## config.mk

```make
export PLATFORM = sky130hd
export DESIGN_NAME = efpv_seq
export DESIGN_NICKNAME = d
export VERILOG_FILES = /design/src/efpv_pkg.sv /design/src/efpv_ahb_xfer.sv /design/src/efpv_seq.sv
export VERILOG_INCLUDE_DIRS = /design/src
export SDC_FILE = /design/constraint.sdc
export NUM_CORES = 2
export LEC_CHECK = 0
export BUFFER_PORTS_ARGS = -buffer_cell sky130_fd_sc_hd__buf_4
export CORE_MARGIN = 1
export CORE_UTILIZATION = 60
export DETAILED_ROUTE_END_ITERATION = 8
export PLACE_DENSITY_LB_ADDON = 0.25
export SETUP_SLACK_MARGIN = 0.4
export SLEW_MARGIN = 30
export SYNTH_ARGS = -nofsm -noshare
export SYNTH_HDL_FRONTEND = slang
export SYNTH_SLANG_ARGS = --single-unit
```

## constraint.sdc

```tcl
create_clock -name clk -period 3.15 [get_ports clk]
set_clock_uncertainty 0.15 [all_clocks]
set_input_delay 0.63 -clock clk [delete_from_list [all_inputs] [get_ports clk]]
set_output_delay 0.63 -clock clk [all_outputs]
set_load 0.02 [all_outputs]
```

## src/efpv_cfg.svh

```systemverilog
`ifndef EFPV_CFG_SVH
`define EFPV_CFG_SVH

// ----------------------------------------
// register map of the flash controller
// ----------------------------------------
`define EFPV_ACCESS_CLAIM_OFS 32'h0000_01FC
`define EFPV_WDBUF_BASE_OFS 32'h0000_0080
`define EFPV_CMD_OFS 32'h0000_0148
`define EFPV_STATUS_OFS 32'h0000_0120

// ----------------------------------------
// field positions and values
// ----------------------------------------
`define EFPV_CMD_CODE_MSB 31
`define EFPV_CMD_CODE_LSB 24
`define EFPV_CMD_PAGE_MSB 23
`define EFPV_CMD_PAGE_LSB 0
`define EFPV_ACCESS_CLAIM_VAL 32'h0000_0001
`define EFPV_ACCESS_FREE_VAL 32'h0000_0000
`define EFPV_STATUS_BUSY_BIT 0
`define EFPV_STATUS_ERR_BIT 1

// ----------------------------------------
// command codes
// ----------------------------------------
`define EFPV_OP_PROG_LOAD 8'h01
`define EFPV_OP_PROG_DATA_ADDR 8'h02
`define EFPV_OP_PROG_LAUNCH 8'h03
`define EFPV_OP_VERIFY_LOAD 8'h04
`define EFPV_OP_VERIFY_DATA_ADDR 8'h05
`define EFPV_OP_VERIFY_LAUNCH 8'h06
`define EFPV_OP_PROG_SINGLE 8'h07
`define EFPV_OP_VERIFY_SINGLE 8'h08

// ----------------------------------------
// bus encodings and last step index of each sequence
// ----------------------------------------
`define EFPV_HTRANS_IDLE 2'h0
`define EFPV_HTRANS_NONSEQ 2'h2
`define EFPV_HSIZE_WORD 3'h2
`define EFPV_LAST_STEP_SPLIT 3'h5
`define EFPV_LAST_STEP_SINGLE 3'h1

`endif

```

## src/efpv_pkg.sv

```systemverilog
package efpv_pkg;

    typedef enum logic [2:0] {
        EFPV_ST_IDLE = 3'b000,
        EFPV_ST_CLAIM = 3'b001,
        EFPV_ST_FILL = 3'b010,
        EFPV_ST_CMD = 3'b011,
        EFPV_ST_POLL = 3'b100,
        EFPV_ST_FREE = 3'b101
    } efpv_seq_e;

    typedef enum logic [1:0] {
        EFPV_PH_IDLE = 2'b00,
        EFPV_PH_ADDR = 2'b01,
        EFPV_PH_DATA = 2'b10
    } efpv_phase_e;

endpackage

```

## src/efpv_ahb_xfer.sv

```systemverilog
`timescale 1ns/1ps
`include "efpv_cfg.svh"

module efpv_ahb_xfer
    import efpv_pkg::*;
(
    // clock and reset
    input wire logic clk,
    input wire logic arst_n,
    // request from the sequencer
    input wire logic req,
    input wire logic [31:0] req_addr,
    input wire logic req_write,
    input wire logic [31:0] req_wdata,
    output logic done,
    output logic [31:0] rdata,
    output logic err,
    // ahb-lite master
    output logic [31:0] haddr,
    output logic [1:0] htrans,
    output logic hwrite,
    output logic [2:0] hsize,
    output logic [31:0] hwdata,
    input wire logic hready,
    input wire logic hresp,
    input wire logic [31:0] hrdata
);

    typedef struct packed {
        efpv_phase_e ph;
        logic [31:0] wbuf;
        logic done;
        logic [31:0] rdata;
        logic err;
        logic [31:0] haddr;
        logic [1:0] htrans;
        logic hwrite;
        logic [31:0] hwdata;
    } efpv_xfer_s;

    efpv_xfer_s s_q;
    efpv_xfer_s s_d;

    // ----------------------------------------
    // single transfers, never pipelined
    // ----------------------------------------
    always_comb begin
        s_d = s_q;
        s_d.done = 1'b0;
        case (s_q.ph)
            EFPV_PH_IDLE: begin
                if (req) begin
                    s_d.ph = EFPV_PH_ADDR;
                    s_d.haddr = req_addr;
                    s_d.hwrite = req_write;
                    s_d.htrans = `EFPV_HTRANS_NONSEQ;
                    s_d.wbuf = req_wdata;
                end
            end
            EFPV_PH_ADDR: begin
                // address taken only when the previous data phase ends
                if (hready) begin
                    s_d.ph = EFPV_PH_DATA;
                    s_d.htrans = `EFPV_HTRANS_IDLE;
                    s_d.hwdata = s_q.wbuf;
                end
            end
            EFPV_PH_DATA: begin
                if (hready) begin
                    s_d.ph = EFPV_PH_IDLE;
                    s_d.done = 1'b1;
                    s_d.rdata = hrdata;
                    s_d.err = hresp;
                end
            end
            default: begin
                s_d.ph = EFPV_PH_IDLE;
                s_d.htrans = `EFPV_HTRANS_IDLE;
            end
        endcase
    end

    always_ff @(posedge clk or negedge arst_n) begin
        if (!arst_n) begin
            s_q <= '0;
        end else begin
            s_q <= s_d;
        end
    end

    assign done = s_q.done;
    assign rdata = s_q.rdata;
    assign err = s_q.err;
    assign haddr = s_q.haddr;
    assign htrans = s_q.htrans;
    assign hwrite = s_q.hwrite;
    assign hsize = `EFPV_HSIZE_WORD;
    assign hwdata = s_q.hwdata;

endmodule

```

## src/efpv_seq.sv

```systemverilog
// Functional notes
// - Claim register access by writing one first.
// - Fill write data buffer before programming.
// - Data-address program follows completed program load.
// - Program launch follows completed data-address program.
// - Verify load starts after programming finishes.
// - Data-address verify follows completed verify load.
// - Verify launch follows, then await verify completion.
// - Release register access by writing zero.
// - Poll status register after every command.
// - Single-shot verify only after program completion polled.
// - Command word: code high byte, page low.
`timescale 1ns/1ps
`include "efpv_cfg.svh"

module efpv_seq
    import efpv_pkg::*;
#(
    parameter int BUF_WORDS = 32
)(
    // clock and reset
    input wire logic clk,
    input wire logic arst_n,
    // user side: buffer loading
    input wire logic load_en,
    input wire logic [5:0] load_idx,
    input wire logic [31:0] load_data,
    // user side: job control
    input wire logic start,
    input wire logic single_shot,
    input wire logic [23:0] page_addr,
    output logic busy,
    output logic done,
    output logic fail,
    // ahb-lite master
    output logic [31:0] haddr,
    output logic [1:0] htrans,
    output logic hwrite,
    output logic [2:0] hsize,
    output logic [31:0] hwdata,
    input wire logic hready,
    input wire logic hresp,
    input wire logic [31:0] hrdata
);

    // ----------------------------------------
    // elaboration check
    // ----------------------------------------
    // more than 32 words would run past the buffer window; from 41 words on into the status register
    if (BUF_WORDS < 1 || BUF_WORDS > 32) begin : g_bad_depth
        $error("BUF_WORDS must lie between 1 and 32");
    end

    typedef struct packed {
        efpv_seq_e st;
        logic [2:0] step;
        logic [5:0] idx;
        logic single;
        logic [23:0] page;
        logic req;
        logic [31:0] addr;
        logic write;
        logic [31:0] wdata;
        logic busy;
        logic done;
        logic fail;
        logic [BUF_WORDS-1:0][31:0] mem;
    } efpv_seq_s;

    efpv_seq_s s_q;
    efpv_seq_s s_d;

    logic x_done;
    logic [31:0] x_rdata;
    logic x_err;

    // ----------------------------------------
    // command word for a step of the sequence
    // ----------------------------------------
    function automatic logic [31:0] cmd_word(input logic single, input logic [2:0] step,
                                             input logic [23:0] page);
        logic [7:0] op;
        op = `EFPV_OP_PROG_LOAD;
        if (single) begin
            op = (step == 3'h0) ? `EFPV_OP_PROG_SINGLE : `EFPV_OP_VERIFY_SINGLE;
        end else begin
            case (step)
                3'h0: op = `EFPV_OP_PROG_LOAD;
                3'h1: op = `EFPV_OP_PROG_DATA_ADDR;
                3'h2: op = `EFPV_OP_PROG_LAUNCH;
                3'h3: op = `EFPV_OP_VERIFY_LOAD;
                3'h4: op = `EFPV_OP_VERIFY_DATA_ADDR;
                3'h5: op = `EFPV_OP_VERIFY_LAUNCH;
                default: op = `EFPV_OP_PROG_LOAD;
            endcase
        end
        cmd_word = '0;
        cmd_word[`EFPV_CMD_CODE_MSB:`EFPV_CMD_CODE_LSB] = op;
        cmd_word[`EFPV_CMD_PAGE_MSB:`EFPV_CMD_PAGE_LSB] = page;
    endfunction

    // ----------------------------------------
    // sequencer
    // ----------------------------------------
    always_comb begin
        s_d = s_q;
        s_d.req = 1'b0;
        s_d.done = 1'b0;
        // buffer frozen while a job runs so the array sees one coherent page
        if (load_en && !s_q.busy && (32'(load_idx) < BUF_WORDS)) begin
            s_d.mem[load_idx] = load_data;
        end
        if (x_done && x_err) begin
            s_d.fail = 1'b1;
        end
        case (s_q.st)
            EFPV_ST_IDLE: begin
                if (start) begin
                    s_d.st = EFPV_ST_CLAIM;
                    s_d.busy = 1'b1;
                    s_d.fail = 1'b0;
                    s_d.single = single_shot;
                    s_d.page = page_addr;
                    s_d.step = 3'h0;
                    s_d.req = 1'b1;
                    s_d.addr = `EFPV_ACCESS_CLAIM_OFS;
                    s_d.write = 1'b1;
                    s_d.wdata = `EFPV_ACCESS_CLAIM_VAL;
                end
            end
            EFPV_ST_CLAIM: begin
                if (x_done) begin
                    s_d.st = EFPV_ST_FILL;
                    s_d.idx = 6'h0;
                    s_d.req = 1'b1;
                    s_d.addr = `EFPV_WDBUF_BASE_OFS;
                    s_d.write = 1'b1;
                    s_d.wdata = s_q.mem[0];
                end
            end
            EFPV_ST_FILL: begin
                if (x_done) begin
                    s_d.req = 1'b1;
                    s_d.write = 1'b1;
                    if (32'(s_q.idx) == BUF_WORDS - 1) begin
                        // first command only once the whole buffer is written
                        s_d.st = EFPV_ST_CMD;
                        s_d.addr = `EFPV_CMD_OFS;
                        s_d.wdata = cmd_word(s_q.single, 3'h0, s_q.page);
                    end else begin
                        s_d.idx = s_q.idx + 6'h1;
                        s_d.addr = `EFPV_WDBUF_BASE_OFS + {24'h0, s_q.idx + 6'h1, 2'b00};
                        s_d.wdata = s_q.mem[s_q.idx + 6'h1];
                    end
                end
            end
            EFPV_ST_CMD: begin
                if (x_done) begin
                    s_d.st = EFPV_ST_POLL;
                    s_d.req = 1'b1;
                    s_d.addr = `EFPV_STATUS_OFS;
                    s_d.write = 1'b0;
                end
            end
            EFPV_ST_POLL: begin
                if (x_done) begin
                    s_d.req = 1'b1;
                    if (x_rdata[`EFPV_STATUS_BUSY_BIT]) begin
                        // controller holds busy until the command ends
                        s_d.addr = `EFPV_STATUS_OFS;
                        s_d.write = 1'b0;
                    end else begin
                        if (x_rdata[`EFPV_STATUS_ERR_BIT]) begin
                            s_d.fail = 1'b1;
                        end
                        s_d.write = 1'b1;
                        if (s_q.step == (s_q.single ? `EFPV_LAST_STEP_SINGLE
                                                    : `EFPV_LAST_STEP_SPLIT)) begin
                            s_d.st = EFPV_ST_FREE;
                            s_d.addr = `EFPV_ACCESS_CLAIM_OFS;
                            s_d.wdata = `EFPV_ACCESS_FREE_VAL;
                        end else begin
                            // next command only after the previous one completed
                            s_d.st = EFPV_ST_CMD;
                            s_d.step = s_q.step + 3'h1;
                            s_d.addr = `EFPV_CMD_OFS;
                            s_d.wdata = cmd_word(s_q.single, s_q.step + 3'h1, s_q.page);
                        end
                    end
                end
            end
            EFPV_ST_FREE: begin
                if (x_done) begin
                    s_d.st = EFPV_ST_IDLE;
                    s_d.busy = 1'b0;
                    s_d.done = 1'b1;
                end
            end
            default: begin
                s_d.st = EFPV_ST_IDLE;
                s_d.busy = 1'b0;
            end
        endcase
    end

    always_ff @(posedge clk or negedge arst_n) begin
        if (!arst_n) begin
            s_q <= '0;
        end else begin
            s_q <= s_d;
        end
    end

    assign busy = s_q.busy;
    assign done = s_q.done;
    assign fail = s_q.fail;

    // ----------------------------------------
    // bus engine
    // ----------------------------------------
    efpv_ahb_xfer u_xfer (
        .clk(clk),
        .arst_n(arst_n),
        .req(s_q.req),
        .req_addr(s_q.addr),
        .req_write(s_q.write),
        .req_wdata(s_q.wdata),
        .done(x_done),
        .rdata(x_rdata),
        .err(x_err),
        .haddr(haddr),
        .htrans(htrans),
        .hwrite(hwrite),
        .hsize(hsize),
        .hwdata(hwdata),
        .hready(hready),
        .hresp(hresp),
        .hrdata(hrdata)
    );

endmodule

```

==> flow_summary.yaml <==
yosys:
  synth-seq-cells: 1184
  synthTopCellsByArea: "dfrtp_1 (55%), mux2_2 (23%), mux4_2 (11%), nand2_1 (1.6%), a21oi_1 (1.2%)"
  postSynthAreaPerCell_sq_um: 14.7
  ys_top_cells_by_count: "dfrtp_1 (1184), mux2_2 (1119), mux4_2 (263), nand2_1 (232), clkbuf_1 (170)"
  yosys.area.top_type_share_pct: 54.7
  syn-instance-count: 3697
  async_reset_ff_share_pct: 100
  synth_flop_cell: "dfrtp_1"
  seq_area_frac_synth_pct: 54.7
  post-synth-top-count-cell: "dfrtp_1"
  synth_top_area_cell: "dfrtp_1"
  netlist_area_sq_um: 54200
  synth_edf_count: 0
  synth_cell_types: 68
  yosysWarnings: 0
sta:
  period_needed_ns: 2.73
  finalMaxSlewViolations: 0
  worst_slew_pin_slew_ns: 0.816
  rsz0062_at_grt: "yes"
  setup_slack_ns: 0.416
  finalSetupViolations: 0
  finalHoldViolations: 0
  fmax_ghz: 0.366
  relSlewSlack_pct: 45.6
  finalCritPeriodShare_pct: 86.8
  tns_ns: 0
  timing.hold.ws_ns: 0.0323
routing:
  via_per_inst: 6.65
  drc_errors: 0
  postRouteAntennaNets: 0
  first_iter_violations: 3374
  wl_microns: 147000
  vias: 33322
  wl_per_cell_microns: 29.2
  dr.pass1.iters: 8
die:
  die_x_microns: 303
  pin_count: 174
  rows: 109
  die_y_microns: 303
  core_sq_um: 88900
  initial_core_util_pct: 60.9
  dieArea_sq_um: 91500
power_and_ir_drop:
  clockPowerShare_pct: 38.2
  p_leak_nw: 29.2
  power.density_nw_per_um2: 614
  p_comb_share_pct: 19.6
  p_int_mw: 26.9
  p_sw_share_pct: 28.5
  p_sw_mw: 10.7
  seqPwrFrac_pct: 42.1
  ir_drop_uv: 737
setup_path:
  r2r-end: "s_q[1054]"
  reg2reg_from: "s_q[1118]"
  cp_max_fo: 43
  startpoint: "s_q[1118]"
  critPathLaunchType: "flip-flop"
  arrival_ns: 3.15
  worst_setup_path_end_kind: "flip-flop"
  cp.required_ns: 3.57
  critPathKind: "flip-flop to flip-flop"
  r2r_slack_ns: 0.42
  timing.reg2reg.worst_path_depth: 6
min_path:
  hold_start: "hrdata[0]"
  hold_path.class: "input port to flip-flop"
  hold-path-endpoint: "u_xfer.rdata[0]"
  hold_depth: 2
clock_network:
  cts_buffers: 118
  worstSkewPairLatency_ns: 0.72
  cts_num_sinks: 1184
  clk_pin_slew_ns: 0.06
  cts_max_level: 3
  root_buffer: "clkbuf_16"
  cts_tree: "yes"
  ctsLongestPathBuffers: 3
grt:
  grt_overflow: 0
  grt_max_degree: 127
  grt_use_total_pct: 32.8
  grt_pass1_wl_microns: 222000
  antenna_found_initial: 8
  first_global_vias: 35247
placement:
  dp_hpwl_microns: 88900
  io_buffers: 114
  routabilityCongestion: 0.840
  dp_worst_setup_slack_ns: 0.401
layout:
  fin_nets: 3860
  drive_gt1_share_pct: 49.8
  syn2layout_area_growth_pct: 13.1
status:
  outcome: "finished, final reports clean"
job:
  max_cap_violations: 0
stage by stage:
stage	total power, mW	util, %	cell area (sq um)	instances
final	37.6	68.9	61300	5012
after global placement	23.1	63.9	56800	4760
after floorplan	20.7	-	54300	3724
after global routing	38.8	68.9	61300	5010
after CTS	37.5	68.7	61100	4999
after detailed placement	23.2	63.9	56800	4760
placed cells by master, fill, tap and decap left out, types with 14 or more instances in the layout:
cell / netlist / routed
dfrtp_1: 1184 / 1183
mux2_2: 1119 / 1119
mux4_2: 263 / 263
buf_4: 83 / 224
nand2_1: 232 / 218
a21oi_1: 130 / 129
clkbuf_16: 0 / 121
buf_12: 0 / 53
nor2_1: 61 / 46
conb_1: 2 / 29
clkbuf_8: 0 / 28
a22oi_1: 27 / 27
dlygate4sd3_1: 0 / 26
nor3_1: 26 / 25
a31oi_1: 27 / 25
clkbuf_1: 170 / 25
a222oi_1: 24 / 24
a221o_1: 24 / 24
o21ai_0: 24 / 23
clkinv_2: 0 / 21
nor2_4: 0 / 16
nand2_2: 0 / 14
layer usage:
metal,vias to the layer above,wire [microns],GRT usage [%]
met4,10,6710,13.5
li1,13602,-,-
met2,1523,69700,51.8
met3,397,12600,7.52
met1,17790,57400,44.3
met5,-,67,0
critical path, stage by stage (launching register included):
cell      delay, ns
dfrtp_4        0.56
ha_4           0.38
buf_16         0.25
mux4_2         0.36
mux4_2         0.49
a222oi_1       0.27
nand2_1        0.10
worst max path at each step:
stage          cells past startpoint  slack, ns        end
2_1_floorplan                      9       0.65  s_q[1052]
3_3_place_gp                       5       0.44  s_q[1058]
3_5_place_dp                       7       0.40  s_q[1034]
4_1_cts                            6       0.41  s_q[1054]
5_1_grt                            8       0.35  s_q[1044]
6_report                           6       0.42  s_q[1054]
power groups by stage:
stage | Combinational (mW) | Clock, mW | Sequential, mW
final | 7.38 | 14.4 | 15.9
after global placement | 6.99 | 0 | 16.1
after detailed placement | 7.04 | 0 | 16.1
after CTS | 7.09 | 14.6 | 15.8
after global routing | 7.75 | 15.1 | 15.9
after floorplan | 4.74 | 0 | 15.9
layout make-up:
class / instances / area, sq um
flip-flops and latches: 1184 / 29600
clock buffers: 171 / 3430
well taps: 1165 / 1460
repair buffers: 312 / 3210
multi-input cells: 2123 / 22900
inverters: 12 / 45.0
clock inverters: 42 / 556
fillers: 5775 / 27700
diodes: 3 / 7.51
kinds of logic (layout without fill, tap and decap cells):
logic type                 Yosys count  count (layout)  synth area share, %
and+or+nand+nor                    381             381                 3.08
other                                2              32               0.0139
adders and majority gates            8               8                0.185
muxes                             1400            1400                 34.5
xor gates and xnor gates             6               6                0.111
AOI/OAI and AO/OA                  299             299                 3.63
DFF                               1184            1184                 54.7
buffers and inverters              417             537                 3.76
state kept, by name, indices dropped and copies added, names as in the netlist:
register / flops
s_q: 1102
u_xfer.s_q: 34
u_xfer.hwdata: 32
u_xfer.haddr: 7
u_xfer.rdata: 2
busy: 1
done: 1
fail: 1
u_xfer.done: 1
u_xfer.err: 1
u_xfer.htrans: 1
u_xfer.hwrite: 1
repair_timing:
item | 4_1_cts | 5_1_grt
hold buffers | 26 | 0
endpoints found under the setup margin | 2 | 37
resized for setup | 2 | 10
buffers inserted | 0 | 7
endpoints found under the hold margin | 52 | 0
pin swaps | 0 | 2
gates cloned | 0 | 3
Power figures use the tool's default switching activity.
